### src/ldm_pkg.sv
package ldm_pkg;

  // Register addresses on the serial control bus.
  localparam logic [7:0] LDM_MODE_ADDR = 8'h01;
  localparam logic [7:0] LDM_FLAG_ADDR = 8'h02;
  localparam logic [7:0] LDM_BLMAX_ADDR = 8'h13;

  // Mode control field positions.
  localparam int LDM_MODE_RETRIG_BIT = 6;
  localparam int LDM_MODE_RUN_BIT = 5;
  localparam int LDM_MODE_GRST_BIT = 4;
  localparam int LDM_MODE_GHOLD_BIT = 3;
  localparam int LDM_MODE_INDEP_BIT = 2;
  localparam int LDM_MODE_BL_BIT = 0;

  // Event flag field positions.
  localparam int LDM_FLAG_INDEP_BIT = 6;
  localparam int LDM_FLAG_BLOFF_BIT = 5;
  localparam int LDM_FLAG_SHORT_BIT = 4;
  localparam int LDM_FLAG_THERM_BIT = 3;
  localparam int LDM_FLAG_OVP_BIT = 2;

  // Implemented bits; everything else is reserved and reads as zero.
  localparam logic [7:0] LDM_MODE_MASK = 8'h7D;
  localparam logic [7:0] LDM_FLAG_MASK = 8'h7C;
  localparam logic [7:0] LDM_MODE_RESET = 8'h00;
  localparam logic [7:0] LDM_FLAG_RESET = 8'h00;
  localparam logic [7:0] LDM_RDATA_RESET = 8'h00;

  // Interrupt release time after a clear attempt.
  localparam int LDM_CLK_KHZ = 40000;
  localparam int LDM_RETRIG_TIME_US = 50;
  localparam int LDM_RETRIG_CYCLES = (LDM_RETRIG_TIME_US * LDM_CLK_KHZ + 999) / 1000;
  localparam int LDM_CNT_W = 12;

  // Decoded register access from the serial front end.
  typedef struct packed {
    logic wr;
    logic rd;
    logic [7:0] addr;
    logic [7:0] wdata;
  } ldm_acc_t;

  // Asynchronous analog fault detectors.
  typedef struct packed {
    logic short_det;
    logic therm_det;
    logic ovp_det;
  } ldm_fault_t;

  typedef enum logic [0:0] {
    LDM_IRQ_IDLE = 1'b0,
    LDM_IRQ_HOLD = 1'b1
  } ldm_irq_state_t;

endpackage : ldm_pkg

### src/ldm_mode_irq.sv
`timescale 1ns/1ps
//////////////////////////////////////////////////////////////////////////////
// Contract
// RQ1: Retrigger mode set: release interrupt 50 us after clear, then reassert if pending.
// RQ2: Retrigger mode clear: interrupt stays asserted when cleared while events pending.
// RQ3: Run bit 5 one means normal operation; zero means standby, bus only.
// RQ4: Gain-reset option forces pump gain 1x on each backlight max register write.
// RQ5: Gain-hold set: gain may rise but never falls until all LEDs off.
// RQ6: Gain-hold clear: gain steps freely up and down.
// RQ7: Independent master enable bit 2 switches the independent sink group on or off.
// RQ8: Independent master enable ignored while any group automatic enable is set.
// RQ9: Backlight master enable bit 0 switches the backlight sink group on or off.
// RQ10: Flag bit 6 sets once all selected independent sinks ramped off.
// RQ11: Flag bit 5 sets when backlight group fade to off finishes.
// RQ12: Flag bit 4 sets on short or overload of pump output or sinks.
// RQ13: Flag bit 3 sets on thermal shutdown.
// RQ14: Flag bit 2 sets when pump output exceeds the overvoltage threshold.
// RQ15: Writing one clears a flag; zeros and reads leave flags alone.
// RQ16: Only enabled flags drive the interrupt; disabled flags still latch.
// RQ17: Backlight-off flag sets after fade-out and after a dimming profile.
// RQ18: Reserved bits of both registers read zero and ignore writes.
module ldm_mode_irq
  import ldm_pkg::*;
#(
  parameter int NUM_SINKS = 9
) (
  // Clock and reset
  input wire logic mclk_i,
  input wire logic rst_b_i,
  // Register access from the serial front end
  input wire ldm_acc_t acc_i,
  output logic [7:0] rdata_o,
  // Interrupt enables and sink status from neighbouring logic
  input wire logic [7:0] int_enable_i,
  input wire logic [NUM_SINKS-1:0] indep_group_i,
  input wire logic [NUM_SINKS-1:0] sink_auto_enable_i,
  input wire logic [NUM_SINKS-1:0] indep_off_sel_i,
  input wire logic [NUM_SINKS-1:0] sink_lit_i,
  input wire logic all_leds_off_i,
  // Fade engine events, one-cycle pulses
  input wire logic bl_fade_done_i,
  input wire logic bl_profile_done_i,
  // Analog fault detectors, asynchronous levels
  input wire ldm_fault_t fault_i,
  // Control outputs
  output logic run_o,
  output logic backlight_sinks_on_o,
  output logic indep_sinks_on_o,
  output logic gain_force_1x_o,
  output logic gain_down_ok_o,
  // Host interrupt line, active low
  output logic irq_b_o
);

  // The sink vectors are refused at elaboration beyond sixteen entries.
  if (NUM_SINKS < 1 || NUM_SINKS > 16) begin : g_bad_sinks
    $error("NUM_SINKS out of range");
  end

  //////////////////////////////////////////////////////////////////////////////
  // Register bank

  logic [7:0] mode_control_reg;
  logic [7:0] mode_control_next;
  logic [7:0] event_flags_reg;
  logic [7:0] event_flags_next;
  logic [7:0] rdata_reg;
  logic [7:0] rdata_next;
  logic [7:0] flag_set;
  logic [7:0] flag_clr;
  logic wr_mode;
  logic wr_flag;
  logic wr_blmax;

  ldm_fault_t flt_s1_reg;
  ldm_fault_t flt_s2_reg;
  ldm_fault_t flt_d_reg;
  ldm_fault_t flt_rise;
  logic sel_lit_reg;
  logic sel_lit;

  always_comb begin
    wr_mode = acc_i.wr && (acc_i.addr == LDM_MODE_ADDR);
    wr_flag = acc_i.wr && (acc_i.addr == LDM_FLAG_ADDR);
    wr_blmax = acc_i.wr && (acc_i.addr == LDM_BLMAX_ADDR);
    flt_rise = flt_s2_reg & ~flt_d_reg;
    sel_lit = |(indep_off_sel_i & sink_lit_i);
    flag_set = 8'h00;
    // A selected group that was lit and is now fully dark reports once.
    flag_set[LDM_FLAG_INDEP_BIT] = sel_lit_reg && !sel_lit && (|indep_off_sel_i); // [RQ10]
    flag_set[LDM_FLAG_BLOFF_BIT] = bl_fade_done_i || bl_profile_done_i; // [RQ11] [RQ17]
    flag_set[LDM_FLAG_SHORT_BIT] = flt_rise.short_det; // [RQ12]
    flag_set[LDM_FLAG_THERM_BIT] = flt_rise.therm_det; // [RQ13]
    flag_set[LDM_FLAG_OVP_BIT] = flt_rise.ovp_det; // [RQ14]
    flag_clr = wr_flag ? acc_i.wdata : 8'h00;
    // A new event in the clearing cycle survives the clear.
    event_flags_next = ((event_flags_reg & ~flag_clr) | flag_set) & LDM_FLAG_MASK; // [RQ15] [RQ18]
    mode_control_next = wr_mode ? (acc_i.wdata & LDM_MODE_MASK) : mode_control_reg; // [RQ18]
    rdata_next = rdata_reg;
    if (acc_i.rd) begin
      case (acc_i.addr)
        LDM_MODE_ADDR: rdata_next = mode_control_reg;
        LDM_FLAG_ADDR: rdata_next = event_flags_reg; // [RQ15]
        default: rdata_next = 8'h00;
      endcase
    end
  end

  always_ff @(posedge mclk_i) begin
    if (!rst_b_i) begin
      mode_control_reg <= LDM_MODE_RESET;
      event_flags_reg <= LDM_FLAG_RESET;
      rdata_reg <= LDM_RDATA_RESET;
      flt_s1_reg <= '0;
      flt_s2_reg <= '0;
      flt_d_reg <= '0;
      sel_lit_reg <= 1'b0;
    end else begin
      mode_control_reg <= mode_control_next;
      event_flags_reg <= event_flags_next;
      rdata_reg <= rdata_next;
      flt_s1_reg <= fault_i;
      flt_s2_reg <= flt_s1_reg;
      flt_d_reg <= flt_s2_reg;
      sel_lit_reg <= sel_lit;
    end
  end

  //////////////////////////////////////////////////////////////////////////////
  // Sink enables and charge-pump gain policy

  logic run_reg;
  logic run_next;
  logic bl_on_reg;
  logic bl_on_next;
  logic indep_on_reg;
  logic indep_on_next;
  logic gain_force_reg;
  logic gain_force_next;
  logic gain_down_reg;
  logic gain_down_next;
  logic indep_override;

  always_comb begin
    indep_override = |(sink_auto_enable_i & indep_group_i);
    run_next = mode_control_reg[LDM_MODE_RUN_BIT]; // [RQ3]
    // Standby keeps only the bus alive, so both groups are forced dark.
    bl_on_next = mode_control_reg[LDM_MODE_BL_BIT] && run_next; // [RQ9] [RQ3]
    // An automatic enable freezes the group, yet standby still darkens it.
    indep_on_next = run_next && (indep_override ? indep_on_reg : // [RQ8] [RQ3]
                    mode_control_reg[LDM_MODE_INDEP_BIT]); // [RQ7]
    gain_force_next = wr_blmax && mode_control_reg[LDM_MODE_GRST_BIT]; // [RQ4]
    // Raising gain is always permitted; only stepping down is gated.
    gain_down_next = !mode_control_reg[LDM_MODE_GHOLD_BIT] || all_leds_off_i; // [RQ5] [RQ6]
  end

  always_ff @(posedge mclk_i) begin
    if (!rst_b_i) begin
      run_reg <= 1'b0;
      bl_on_reg <= 1'b0;
      indep_on_reg <= 1'b0;
      gain_force_reg <= 1'b0;
      gain_down_reg <= 1'b1;
    end else begin
      run_reg <= run_next;
      bl_on_reg <= bl_on_next;
      indep_on_reg <= indep_on_next;
      gain_force_reg <= gain_force_next;
      gain_down_reg <= gain_down_next;
    end
  end

  //////////////////////////////////////////////////////////////////////////////
  // Host interrupt line

  ldm_irq_state_t irq_state_reg;
  ldm_irq_state_t irq_state_next;
  logic [LDM_CNT_W-1:0] hold_cnt_reg;
  logic [LDM_CNT_W-1:0] hold_cnt_next;
  logic irq_b_reg;
  logic irq_b_next;
  logic clear_attempt;
  logic pend_next;

  always_comb begin
    clear_attempt = wr_flag && (|(acc_i.wdata & LDM_FLAG_MASK));
    pend_next = |(event_flags_next & int_enable_i & LDM_FLAG_MASK); // [RQ16]
    irq_state_next = irq_state_reg;
    hold_cnt_next = hold_cnt_reg;
    irq_b_next = !pend_next; // [RQ2] [RQ16]
    case (irq_state_reg)
      LDM_IRQ_IDLE: begin
        if (clear_attempt && mode_control_reg[LDM_MODE_RETRIG_BIT]) begin
          irq_state_next = LDM_IRQ_HOLD; // [RQ1]
          hold_cnt_next = LDM_CNT_W'(LDM_RETRIG_CYCLES - 1);
          irq_b_next = 1'b1;
        end
      end
      LDM_IRQ_HOLD: begin
        // A further clear during the release restarts the full release time.
        if (clear_attempt) begin
          hold_cnt_next = LDM_CNT_W'(LDM_RETRIG_CYCLES - 1);
          irq_b_next = 1'b1;
        end else if (hold_cnt_reg == '0) begin
          irq_state_next = LDM_IRQ_IDLE; // [RQ1]
        end else begin
          hold_cnt_next = hold_cnt_reg - 1'b1;
          irq_b_next = 1'b1;
        end
      end
      default: begin
        irq_state_next = LDM_IRQ_IDLE;
        irq_b_next = 1'b1;
      end
    endcase
  end

  always_ff @(posedge mclk_i) begin
    if (!rst_b_i) begin
      irq_state_reg <= LDM_IRQ_IDLE;
      hold_cnt_reg <= '0;
      irq_b_reg <= 1'b1;
    end else begin
      irq_state_reg <= irq_state_next;
      hold_cnt_reg <= hold_cnt_next;
      irq_b_reg <= irq_b_next;
    end
  end

  assign rdata_o = rdata_reg;
  assign run_o = run_reg;
  assign backlight_sinks_on_o = bl_on_reg;
  assign indep_sinks_on_o = indep_on_reg;
  assign gain_force_1x_o = gain_force_reg;
  assign gain_down_ok_o = gain_down_reg;
  assign irq_b_o = irq_b_reg;
endmodule : ldm_mode_irq

### config.mk
export PLATFORM = sky130hd
export DESIGN_NAME = ldm_mode_irq
export DESIGN_NICKNAME = d
export VERILOG_FILES = /design/src/ldm_pkg.sv /design/src/ldm_mode_irq.sv
export SDC_FILE = /design/constraint.sdc
export NUM_CORES = 1
export LEC_CHECK = 0
export ABC_AREA = 0
export ABC_CLOCK_PERIOD_IN_PS = 4170
export CAP_MARGIN = 20
export CORE_UTILIZATION = 45
export CTS_BUF_LIST = sky130_fd_sc_hd__clkbuf_8
export DETAILED_ROUTE_END_ITERATION = 8
export DONT_BUFFER_PORTS = 1
export GPL_TIMING_DRIVEN = 1
export MAX_ROUTING_LAYER = met4
export PLACE_DENSITY = 0.63
export SLEW_MARGIN = 40
export SYNTH_ARGS = -nofsm -noshare
export SYNTH_HDL_FRONTEND = slang
export SYNTH_SLANG_ARGS = --single-unit
### constraint.sdc
create_clock -name mclk_i -period 4.17 [get_ports mclk_i]
set_input_delay 0.834 -clock mclk_i [delete_from_list [all_inputs] [get_ports mclk_i]]
set_output_delay 0.834 -clock mclk_i [all_outputs]
set_load 0.01 [all_outputs]
### After elaboration in Yosys (flattened, before gate mapping)

Cells that the tools add are included.

* $add $sub $neg: 1
* equality and inequality tests: 5
* muxes and demuxes: 15
* bitwise gates (word level): 9
* reduce and logical (&&, ||, !) cells: 22

Operators by type and width (count)
* $mux W12: 3
* $reduce_or A9 Y1: 3
* $pmux W12 S2: 1
* $and A9 B9 Y9: 2
* $and A7 B7 Y7: 2
* $pmux W7 S2: 1
* $logic_not A12 Y1: 1
* $sub A12 B1 Y12 const B: 1
* $logic_and A1 B1 Y1: 10
* $reduce_or A5 Y1: 2
* $eq A8 B1 Y1 const B: 1
* $eq A8 B2 Y1 const B: 1
* $eq A8 B5 Y1 const B: 1
* $mux W1: 7
* $mux W7: 1
* $not A7 Y7: 1
* $or A7 B7 Y7: 1
* $pmux W1 S2: 2
* $and A3 B3 Y3: 1
* $logic_not A1 Y1: 3
* $ne A3 B3 Y1 const B: 1
* $not A3 Y3: 1
* $logic_or A1 B1 Y1: 2
* $ne A2 B2 Y1 const B: 1
* 2 further kinds: 2

* bits in registers: 48
* input port bits: 70
* output and inout bits: 14
* word-level logic and storage cells: 73

### Longest topological paths before layout

Gate-level depths: netlist of run 1.

* word-level depth: 12
* depth in mapped cells: 8
* mapped depth without buffers: 7

### Least setup slack after synthesis of run 1

Ideal clock, no wire load.

* path type: input to register
* from: input port acc_i[3] (netlist bit)
* to: register hold_cnt_reg[3]
* setup time: 0.119 ns
* data arrival time: 2.265 ns
* required time: 4.051 ns
* slack: 1.786 ns
* stages: 6
* buffers on the path: 1
* cells stage by stage: or3_1 -> or3_4 -> a32oi_4 -> buf_6 -> a21oi_2 -> o221a_1

* word-level cells in the longest chain between the ends: 5
* elaborated cells on any way between the ends: 8
* those cells by class: eq/ne (2); mux (2); reduce/logical (4)

Ends and longest elaborated chain
* start, declared: line ldm_mode_irq.sv:31 `input wire ldm_acc_t acc_i,`
* $reduce_or A5 Y1 *: line ldm_mode_irq.sv:186 `clear_attempt = wr_flag && (|(acc_i.wdata & LDM_FLAG_MASK));`
* $logic_and A1 B1 Y1 *: line ldm_mode_irq.sv:186
* $logic_and A1 B1 Y1: line ldm_mode_irq.sv:193 `if (clear_attempt && mode_control_reg[LDM_MODE_RETRIG_BIT]) begin`
* $ne A2 B2 Y1 (no source line)
* $reduce_and A2 Y1 (no source line)
* end signal, assigned: line ldm_mode_irq.sv:225 `hold_cnt_reg <= hold_cnt_next;`
* end, declared: line ldm_mode_irq.sv:178 `logic [LDM_CNT_W-1:0] hold_cnt_reg;`

Every way passes the cells marked *; elsewhere a longest branch is shown, timed or not.
A chain may end at the register's enable or synchronous reset.

### Worst setup path in the final report of run 1

* from: register hold_cnt_reg[0]
* to: register hold_cnt_reg[9]

* word-level cells in the longest chain between the ends: 4
* elaborated cells on any way between the ends: 7
* those cells by class: add/sub (1); eq/ne (1); mux (3); reduce/logical (2)

Ends and longest elaborated chain
* $sub A12 B1 Y12: line ldm_mode_irq.sv:207 `hold_cnt_next = hold_cnt_reg - 1'b1;`
* $mux W12: line ldm_mode_irq.sv:204 `end else if (hold_cnt_reg == '0) begin`
* $mux W12: line ldm_mode_irq.sv:201 `if (clear_attempt) begin`
* $pmux W12 S2: line ldm_mode_irq.sv:191 `case (irq_state_reg)`

Several ways; a longest one is shown, not always the timed one. The select of a mux whose other input is x is not followed.

==> metrics.md, run 1 <==
| Metric | Value |
|---|---|
| Max-slew violation count | 0 |
| Post-synth EDFFs | 0 |
| Setup Crit Path Kind | flop to flop |
| Leakage | 0.886 nW |
| Pin count of the biggest net entering global routing | 49 |
| Nets@finish | 314 |
| Worst EP required | 4.36 ns |
| Slew margin rel. | 0.627 |
| Vias in the first global route | 1,734 |
| Row Count | 25 |
| Worst-Margin Slew | 0.560 ns |
| Post-route DRC | 0 |
| CTS tree | built |
| CP startpoint kind | flop |
| Worst Setup SP | hold_cnt_reg[0] |
| Pre-antenna DRT Iters | 4 |
| Clock transition at the registers of the reported paths | 0.08 ns |
| Hold Crit Class | flop to flop |
| DRT iter0 DRCs | 117 |
| Max Freq | 439 MHz |
| Hold Crit Start | flt_s1_reg[2] |
| Syn Area/Cell | 9.00 um2 |
| Arrival time worst endpoint | 2.47 ns |
| Starting density of the core | 0.471 |
| N_diodes | 0 |
| Synth area leaders | dfxtp_1, nand2_1, nand3_1, and2_1, a21oi_1 |
| Top_reg_cell synth | dfxtp_1 |
| Area grow syn2layout | 5.97% |
| Count leader, synth | dfxtp_1 |
| Pwr Density | 344 nW/um2 |
| Synth area leader | dfxtp_1 |
| RSZ-0062 raised after global routing | false |
| Post-route ant nets | 0 |
| Status | finished clean |
| CTS H-tree depth | 2 |
| Max FFs per register | 12 |
| Die Width | 72.3 um |
| DR vias | 1,801 |
| Maxcap violations | 0 |
| Async set-reset flop share out of synthesis | 0 |
| Postcts setup bufs | 0 |
| Fin crit period | 2.28 ns |
| Final setup vio count | 0 |
| Worst r2r src | hold_cnt_reg[0] |
| Via-per-instance ratio | 5.79 |
| Post_cts resized | 0 |
| Clock Path Buffers | 2 |
| CTS Sinks | 46 |
| Setup_tns | 0 ns |
| GRT Total Usage | 0.201 |
| Core Region | 4720 um2 |
| Die area | 5230 um2 |
| Share of layout cells above drive strength 1 | 0.0656 |
| Worst-Skew Late Latency | 0.30 ns |
| First-pass GRT wire length | 7960 um |
| Filler cell count | 453 |
| Synth Register Bits | 46 |
| Yosys top cell area share | 0.414 |
| Cts hold-fix bufs | 0 |
| GP Congestion | 0.791 |
| Initial antenna violation count | 0 |
| Design Area, Final | 2360 um2 |
| Setup Skew | 0.00571 ns |
| I/O pin count | 84 |
| DP Area | 2250 um2 |
| Final WL | 4690 um |
| Wire per inst | 15.1 um |
| Total grt overflow | 0 |
| Maximum VDD drop | 0.000190 V |
| Mapped Area | 2220 um2 |
| Top cells by count, synth | dfxtp_1, nand2_1, nand3_1 |
| Final critical-path share of the clock period | 0.546 |
| Clock root cell | clkbuf_8 |
| Part of the Yosys area used for sequential elements | 0.414 |
| Die span in y | 72.3 um |
| Port Buffers | 0 |
| CP endpoint kind | flop |
| DP Wirelength | 3360 um |
| Final hold vios | 0 |
| R2r setup slk | 1.89 ns |
| YS warnings | 0 |
| Yosys cell types | 53 |
| CP Max Fanout | 12 |
| Post-layout util | 0.499 |
| Number of buffers created by CTS | 5 |
| Post-Synthesis Cells | 247 |
==> per-layer routing <==
layer  track usage  up-vias  part of all wire
met5             -        -                 0
met1         0.253      833              0.48
met2         0.308       59              0.43
li1              -      903                 -
met4        0.0654        0             0.014
met3        0.0611        6             0.072
==> power by group <==
group | internal [W] | total [W] | switching (W)
combinational | 0.0000185 | 0.0000308 | 0.0000123
sequential | 0.000449 | 0.000456 | 0.00000722
clock | 0.000176 | 0.000323 | 0.000146
==> kinds of logic (layout without fill, tap and decap cells) <==
group | after synthesis | in the layout | share of synthesized area
adders and majority gates | 1 | 1 | 0.00563
xor gates and xnor gates | 1 | 1 | 0.00394
and+or+nand+nor | 109 | 109 | 0.287
muxes | 2 | 2 | 0.00900
AOI/OAI and AO/OA | 71 | 71 | 0.243
DFF | 46 | 46 | 0.414
other | 1 | 2 | 0.00169
buffers and inverters | 16 | 12 | 0.0360
==> worst paths after layout <==
kind	endpoint	depth (start not counted)
worst max-delay path	hold_cnt_reg[9]	7
worst min-delay path	flt_s2_reg[2]	1
worst max register to register	hold_cnt_reg[9]	7
worst min register to register	flt_s2_reg[2]	1
==> cell type report <==
| cell class | instances | area, um2 | area share |
|---|---|---|---|
| clock inverters | 3 | 41.3 | 0.0175 |
| flip-flops and latches | 46 | 921 | 0.391 |
| multi-input cells | 186 | 1230 | 0.520 |
| clock buffers | 5 | 68.8 | 0.0292 |
| well taps | 67 | 83.8 | 0.0356 |
| inverters | 4 | 15.0 | 0.00637 |
==> stage by stage <==
step | total power, W | hold slack, ns | instances | worst slack (ns)
detailed placement | 0.000497 | 0.426 | 303 | 1.60
CTS | 0.000821 | 0.447 | 311 | 1.88
global placement | 0.000497 | 0.424 | 303 | 1.57
floorplan | 0.000500 | 0.396 | 248 | 1.79
global route | 0.000844 | 0.464 | 311 | 1.67
finish | 0.000810 | 0.444 | 311 | 1.89
==> cells in the final DEF, fill, tap and decap left out, types with 8 or more instances in the layout <==
cell and instances:
nand2_1 27, nor2b_1 8, a21oi_1 14, a21boi_0 9
dfxtp_1 46, nand3_1 19, a22oi_1 9, and2_1 13
o21ai_0 9
==> critical path, stage by stage (launching register included) <==
cell,delay [ns]
dfxtp_1,0.34
inv_1,0.08
ha_1,0.26
nor3b_1,0.40
nand3_1,0.30
a32oi_4,0.47
a21oi_1,0.08
o221a_1,0.26
(Power assumes the default switching activity.)
==> inputs of run 2 (changes only) <==
--- a/config.mk
+++ b/config.mk
@@ -5,8 +5,8 @@
 export SDC_FILE = /design/constraint.sdc
 export NUM_CORES = 1
 export LEC_CHECK = 0
-export ABC_AREA = 0
-export ABC_CLOCK_PERIOD_IN_PS = 4170
+export ABC_AREA = 1
+export ABC_CLOCK_PERIOD_IN_PS = 2250
 export CAP_MARGIN = 20
 export CORE_UTILIZATION = 45
 export CTS_BUF_LIST = sky130_fd_sc_hd__clkbuf_8
==> constraint.sdc (replaced) <==
create_clock -name mclk_i -period 2.25 [get_ports mclk_i]
set_input_delay 0.45 -clock mclk_i [delete_from_list [all_inputs] [get_ports mclk_i]]
set_output_delay 0.45 -clock mclk_i [all_outputs]
set_load 0.01 [all_outputs]
==> metrics.md, run 2 <==
| Metric | Value |
|---|---|
| Status | finished clean |
| Final hold vios | 0 (unchanged) |
| Post-Synthesis Cells | 332 (+34%) |
| Clock transition at the registers of the reported paths | 0.08 ns (about the same) |
| Part of the Yosys area used for sequential elements | 0.406 (-0.00845) |
| Synth Area in Simple Gates | 0.359 (+0.0724) |
| Synth Register Bits | 46 (unchanged) |
| Yosys cell types | 32 (-40%) |
| Setup Skew | 0.0104 ns (+0.00468 ns) |
| CTS tree | built |
| Wire per inst | 11.1 um (-26%) |
| R2r setup slk | 0.52 ns (-1.38 ns) |
| Final WL | 4470 um (-4.8%) |
| Area of the multi-input gates | 1130 um2 (-8.2%) |
| Clock root cell | clkbuf_8 |
| Post_cts resized | 0 (unchanged) |
| Die Width | 73.0 um (+1.0%) |
| Final critical-path share of the clock period | 0.771 (+0.225) |
| Yosys top cell area share | 0.406 (-0.00845) |
| Pwr Density | 624 nW/um2 (+82%) |
| I/O pin count | 84 (unchanged) |
| Arrival time worst endpoint | 1.92 ns (-0.55 ns) |
| Setup Crit Path Kind | flop to flop |
| Global Route met3 Usage | 0.0456 (-0.0155) |
| CP Max Fanout | 10 (-2) |
| Worst Reg-to-Reg Cells | 10 (+3) |
| Worst Setup SP | hold_cnt_reg[0] |
| Pin count of the biggest net entering global routing | 32 (-35%) |
| Mux cell area share after synthesis | 0 (-0.00900) |
| Max Freq | 577 MHz (+31%) |
| GP Congestion | 0.866 (+9.6%) |
| Synth area leader | dfxtp_1 |
| GRT Max-Usage Layer | met2 |
| Post-route ant nets | 0 (unchanged) |
| Worst EP required | 2.44 ns (-1.92 ns) |
| Maxcap violations | 0 (unchanged) |
| DR vias | 1,935 (+7.4%) |
| Leakage | 1.18 nW (+33%) |
| Max-slew violation count | 0 (unchanged) |
| YS warnings | 0 (unchanged) |
| Share of layout cells above drive strength 1 | 0.0836 (+0.0180) |
| First-pass GRT wire length | 7500 um (-5.7%) |
| Area grow syn2layout | 7.33% |
| Placed cells | 394 (+30%) |
| Post-synthesis compound-gate area fraction | 0.128 (-0.115) |
| Core Region | 4790 um2 (+1.3%) |
| Maximum VDD drop | 0.000431 V (+130%) |
| CTS H-tree depth | 2 (unchanged) |
| Syn Area/Cell | 6.84 um2 (-24%) |
| DP Wirelength | 3450 um (+2.8%) |
| Hold Crit Start | rst_b_i |
| GRT Total Usage | 0.189 (-0.0123) |
| CP startpoint kind | flop |
| CP endpoint kind | flop |
| GR Util met2 | 0.310 (+0.00126) |
| Synth Area in Adders | 0.00551 (-0.000115) |
| Final setup vio count | 0 (unchanged) |
| Post-route DRC | 0 (unchanged) |
| Hold path depth | 1 (unchanged) |
| Vias in the first global route | 1,787 (+3.1%) |
| Worst r2r src | hold_cnt_reg[0] |
| Setup_tns | 0 ns (unchanged) |
| RSZ-0062 raised after global routing | false |
| Total grt overflow | 0 (unchanged) |
| Synth area leaders | dfxtp_1, nand2_1, inv_1, nor2_1, nand3_1 |
| Top cells by count, synth | nand2_1, inv_1, dfxtp_1 |
| Async set-reset flop share out of synthesis | 0 (unchanged) |
| Filler cell count | 502 (+11%) |
| Via-per-instance ratio | 4.81 (-17%) |
| Count leader, synth | nand2_1 |
| Finished Layout Cells | 402 (+29%) |
| Commonest non-fill, non-tap cells in the layout | nand2_1, inv_1, dfxtp_1, nor2_1, nand3_1 |
| Initial antenna violation count | 0 (unchanged) |
| Fin crit period | 1.73 ns (-0.542 ns) |
| Row Count | 25 (unchanged) |
| Overall Power | 0.00152 W (+88%) |
| Nets@finish | 405 (+29%) |
| Post-synth EDFFs | 0 (unchanged) |
| Die span in y | 73.0 um (+1.0%) |
| Top_reg_cell synth | dfxtp_1 |
| Most common cell after layout, fill and taps aside | nand2_1 |
| Port Buffers | 0 (unchanged) |
| Die area | 5330 um2 (+2.0%) |
| Starting density of the core | 0.474 (+0.00352) |
| Number of buffers created by CTS | 5 (unchanged) |
| Clock Path Buffers | 2 (unchanged) |
| Hold Crit Class | input pin to flop |
| CTS Sinks | 46 (unchanged) |
| N_diodes | 0 (unchanged) |
| Mapped Area | 2270 um2 (+2.1%) |
| Sequential Area | 921 um2 (unchanged) |
| Main combinational cell family by area after synthesis | simple AND/OR/NAND/NOR gates |
| Cts hold-fix bufs | 0 (unchanged) |
| Max FFs per register | 12 (unchanged) |
| Worst-Skew Late Latency | 0.30 ns (about the same) |
| Postcts setup bufs | 0 (unchanged) |
| Met1 Use GR | 0.226 (-0.0276) |
| DRT iter0 DRCs | 66 (-44%) |
| Post-Synth XOR/XNOR Area | 0 (-0.00394) |
| Pre-antenna DRT Iters | 4 (unchanged) |
[run 2: changes by cell type after synthesis, moves of 6 or more]
cell / change
nand2_1: +68
and2_1: -13
nand3_1: +6
nor2_1: +32
inv_1: +45
nor2b_1: -8
a22oi_1: -9
a21boi_0: -9
[run 2: power breakdown]
part | switching [W] | leakage [nW] | internal [W]
combinational | 0.0000427 | 0.749 | 0.0000298
clock | 0.000275 | 0.0556 | 0.000327
sequential | 0.0000119 | 0.375 | 0.000833
total | 0.000330 | 1.18 | 0.00119
[run 2: cells by family (layout without fill, tap and decap cells)]
group	count (synthesis)	in the layout
compound gates	48	48
other cells	1	2
simple gates	178	178
buf+inv	58	60
fa+ha+maj	1	1
flops	46	46
[run 2: final cells by class]
cell class,instances,area share
tap,67,0.0344
multi-input combinational,229,0.462
clock buffer,5,0.0282
clock inverter,3,0.0169
inverter,52,0.0801
sequential,46,0.378
[run 2: path summary, 6_finish.rpt]
| check | to |
|---|---|
| max reg2reg | irq_b_o |
| min reg2reg | flt_s2_reg[2] |
| min | gain_down_ok_o |
| max | irq_b_o |
[run 2: through the flow]
| stage | area [um2] | setup slack, ns | hold WS (ns) | utilization |
|---|---|---|---|---|
| 2_1_floorplan | 2270 | 0.711 | 0.390 | - |
| 3_3_place_gp | 2330 | 0.531 | 0.394 | 0.486 |
| 3_5_place_dp | 2330 | 0.499 | 0.406 | 0.486 |
| 4_1_cts | 2440 | 0.493 | 0.213 | 0.509 |
| 5_1_grt | 2440 | 0.331 | 0.206 | 0.509 |
| 6_report | 2440 | 0.516 | 0.230 | 0.509 |
[run 2: worst max-delay path, cell delays in order, from the launching register on]
cell      delay, ns
dfxtp_1        0.33
inv_1          0.07
ha_1           0.17
inv_1          0.06
nor2_1         0.21
nand3_2        0.15
nor2_4         0.14
nand3_4        0.11
nand2_8        0.14
nand2_4        0.09
o21bai_1       0.16
[run 2: routing by layer]
metal  share of wire  wire [um]
met1            0.49       2210
met2            0.45       2030
met3           0.043        193
met4          0.0087         39
met5               0          0
==> inputs of run 3 (changes only) <==
--- a/config.mk
+++ b/config.mk
@@ -6,7 +6,7 @@
 export NUM_CORES = 1
 export LEC_CHECK = 0
 export ABC_AREA = 1
-export ABC_CLOCK_PERIOD_IN_PS = 2250
+export ABC_CLOCK_PERIOD_IN_PS = 1580
 export CAP_MARGIN = 20
 export CORE_UTILIZATION = 45
 export CTS_BUF_LIST = sky130_fd_sc_hd__clkbuf_8
@@ -14,7 +14,7 @@
 export DONT_BUFFER_PORTS = 1
 export GPL_TIMING_DRIVEN = 1
 export MAX_ROUTING_LAYER = met4
-export PLACE_DENSITY = 0.63
+export PLACE_DENSITY = 0.65
 export SLEW_MARGIN = 40
 export SYNTH_ARGS = -nofsm -noshare
 export SYNTH_HDL_FRONTEND = slang
==> constraint.sdc (replaced) <==
create_clock -name mclk_i -period 1.58 [get_ports mclk_i]
set_input_delay 0.316 -clock mclk_i [delete_from_list [all_inputs] [get_ports mclk_i]]
set_output_delay 0.316 -clock mclk_i [all_outputs]
set_load 0.01 [all_outputs]
==> metrics.md, run 3 (synthesis results as in run 2) <==
| Metric | Value |
|---|---|
| Filler cell count | 468 (-6.8%) |
| Pwr Density | 784 nW/um2 (+26%) |
| Design Area, Final | 2570 um2 (+5.6%) |
| Port Buffers | 0 (unchanged) |
| Worst r2r src | hold_cnt_reg[1] |
| Core Region | 4790 um2 (unchanged) |
| CTS Sinks | 46 (unchanged) |
| Largest stage delay, worst path | 0.33 ns (about the same) |
| Clock Path Buffers | 2 (unchanged) |
| CP startpoint kind | flop |
| Setup Crit Path Kind | flop to flop |
| Row Count | 25 (unchanged) |
| Met3 wire length | 274 um (+42%) |
| First-pass GRT wire length | 8090 um (+7.9%) |
| Post-route DRC | 0 (unchanged) |
| Area of the multi-input gates | 1180 um2 (+4.8%) |
| Pin count of the biggest net entering global routing | 32 (unchanged) |
| Max FFs per register | 12 (unchanged) |
| Hold slack final | 0.102 ns (-0.128 ns) |
| Post-route ant nets | 0 (unchanged) |
| Hold Crit Start | acc_i[16] |
| Starting density of the core | 0.474 (unchanged) |
| Sequential Area | 922 um2 (+0.14%) |
| CTS H-tree depth | 2 (unchanged) |
| Pre-antenna DRT Iters | 4 (unchanged) |
| GP Congestion | 0.847 (-2.3%) |
| DP Area | 2410 um2 (+3.6%) |
| Share of layout cells above drive strength 1 | 0.155 (+0.0716) |
| Vias in the first global route | 1,968 (+10%) |
| RSZ-0062 raised after global routing | true |
| Status | finished clean |
| Leakage | 1.24 nW (+5.5%) |
| Top sig layer | met4 |
| Via-per-instance ratio | 4.87 (+1.2%) |
| Slowest CP cell | dfxtp_2 |
| N_diodes | 0 (unchanged) |
| Wire per inst | 11.3 um (+1.7%) |
| I/O pin count | 84 (unchanged) |
| Final setup vio count | 0 (unchanged) |
| DRT iter0 DRCs | 122 (+85%) |
| Maxcap violations | 0 (unchanged) |
| Worst EP required | 1.77 ns (-0.67 ns) |
| Clock transition at the registers of the reported paths | 0.09 ns (about the same) |
| Commonest non-fill, non-tap cells in the layout | nand2_1, inv_1, dfxtp_1, nor2_1, nand3_1 |
| Arrival time worst endpoint | 1.70 ns (-0.22 ns) |
| Worst-Skew Late Latency | 0.29 ns (about the same) |
| Most common cell after layout, fill and taps aside | nand2_1 |
| Area grow syn2layout | 13.3% |
| Die span in y | 73.0 um (unchanged) |
| Total grt overflow | 0 (unchanged) |
| Final WL | 4690 um (+5.0%) |
| Fin crit period | 1.50 ns (-0.230 ns) |
| Routed met1 length | 2250 um (+1.9%) |
| Final critical-path share of the clock period | 0.952 (+0.181) |
| DP Wirelength | 3560 um (+3.0%) |
| Maximum VDD drop | 0.000590 V (+37%) |
| Clock root cell | clkbuf_8 |
| Max-slew violation count | 0 (unchanged) |
| Initial antenna violation count | 0 (unchanged) |
| Worst Setup SP | hold_cnt_reg[1] |
| Post-layout util | 0.538 (+0.0285) |
| CP Max Fanout | 8 (-2) |
| GRT Total Usage | 0.199 (+0.0105) |
| Hold Crit Class | input pin to flop |
| CP endpoint kind | flop |
| Critical path cell sequence | inv_2 > ha_4 > inv_4 > nor2_4 > nand3_2 > nor2_4 > nand3_4 > nand2_8 > nand2_8 > o21bai_1 |
| Nets@finish | 418 (+3.2%) |
| Routed length on met2 | 2130 um (+5.3%) |
| Max Freq | 665 MHz (+15%) |
| Final hold vios | 0 (unchanged) |
| Die area | 5330 um2 (unchanged) |
| DR vias | 2,021 (+4.4%) |
| CTS tree | built |
| Die Width | 73.0 um (unchanged) |
| Number of buffers created by CTS | 5 (unchanged) |
| Setup Skew | 0.00709 ns (-0.00330 ns) |
-- run 3: cell types whose count changed in the layout (fill, tap and decap cells not counted), sizes merged --
cell and change:
bufinv -1, clkinvlp -1, buf +13, clkinv +2
-- run 3: where the power goes --
group / switching (W) / total, W / internal [W]
clock: 0.000397 / 0.000709 / 0.000312
combinational: 0.0000602 / 0.000105 / 0.0000446
sequential: 0.0000174 / 0.00120 / 0.00119
total: 0.000475 / 0.00202 / 0.00154
-- run 3: timing repair --
action	in CTS	in global routing
pin swaps	0	8
cloned	0	0
resized for setup	2	16
endpoints found under the setup margin	4	13
endpoints found under the hold margin	0	0
buffers inserted	0	2
hold buffers	0	0
-- run 3: path summary, 6_finish.rpt --
path / to / cells after the start / slack [ns]
hold / removal: rdata_o[0] / 1 / 0.10
setup / recovery: irq_b_o / 10 / 0.08
setup reg to reg: irq_b_o / 10 / 0.08
hold reg to reg: flt_s2_reg[1] / 2 / 0.43
-- run 3: area by class of cell --
cell class	count	area share
Multi-Input combinational cell	229	0.459
Sequential cell	46	0.358
Inverter	52	0.0768
Timing Repair Buffer	13	0.0394
Tap cell	67	0.0326
Clock buffer	5	0.0268
Clock inverter	3	0.00730
-- run 3: routing by layer --
layer | vias up | GRT usage
li1 | 1073 | -
met3 | 4 | 0.0359
met1 | 880 | 0.241
met5 | - | -
met2 | 64 | 0.335
met4 | 0 | 0.0632
-- run 3: stage by stage --
stage / cells / setup slack (ns) / total power (W) / setup TNS, ns
final: 415 / 0.0760 / 0.00202 / 0
after global routing: 415 / -0.0270 / 0.00212 / -0.149
after CTS: 413 / 0.00517 / 0.00205 / 0
after detailed placement: 405 / -0.0378 / 0.00134 / -0.0685
after global placement: 405 / 0.000862 / 0.00133 / 0
after floorplan: 333 / 0.0407 / 0.00133 / 0
-- run 3: worst max-delay path: cells and delay by family (launching register included) --
kind / cells / cell delay (ns)
and+or+nand+nor: 6 / 0.66
DFF: 1 / 0.33
adders and majority gates: 1 / 0.15
AOI/OAI and AO/OA: 1 / 0.14
buffers and inverters: 2 / 0.11
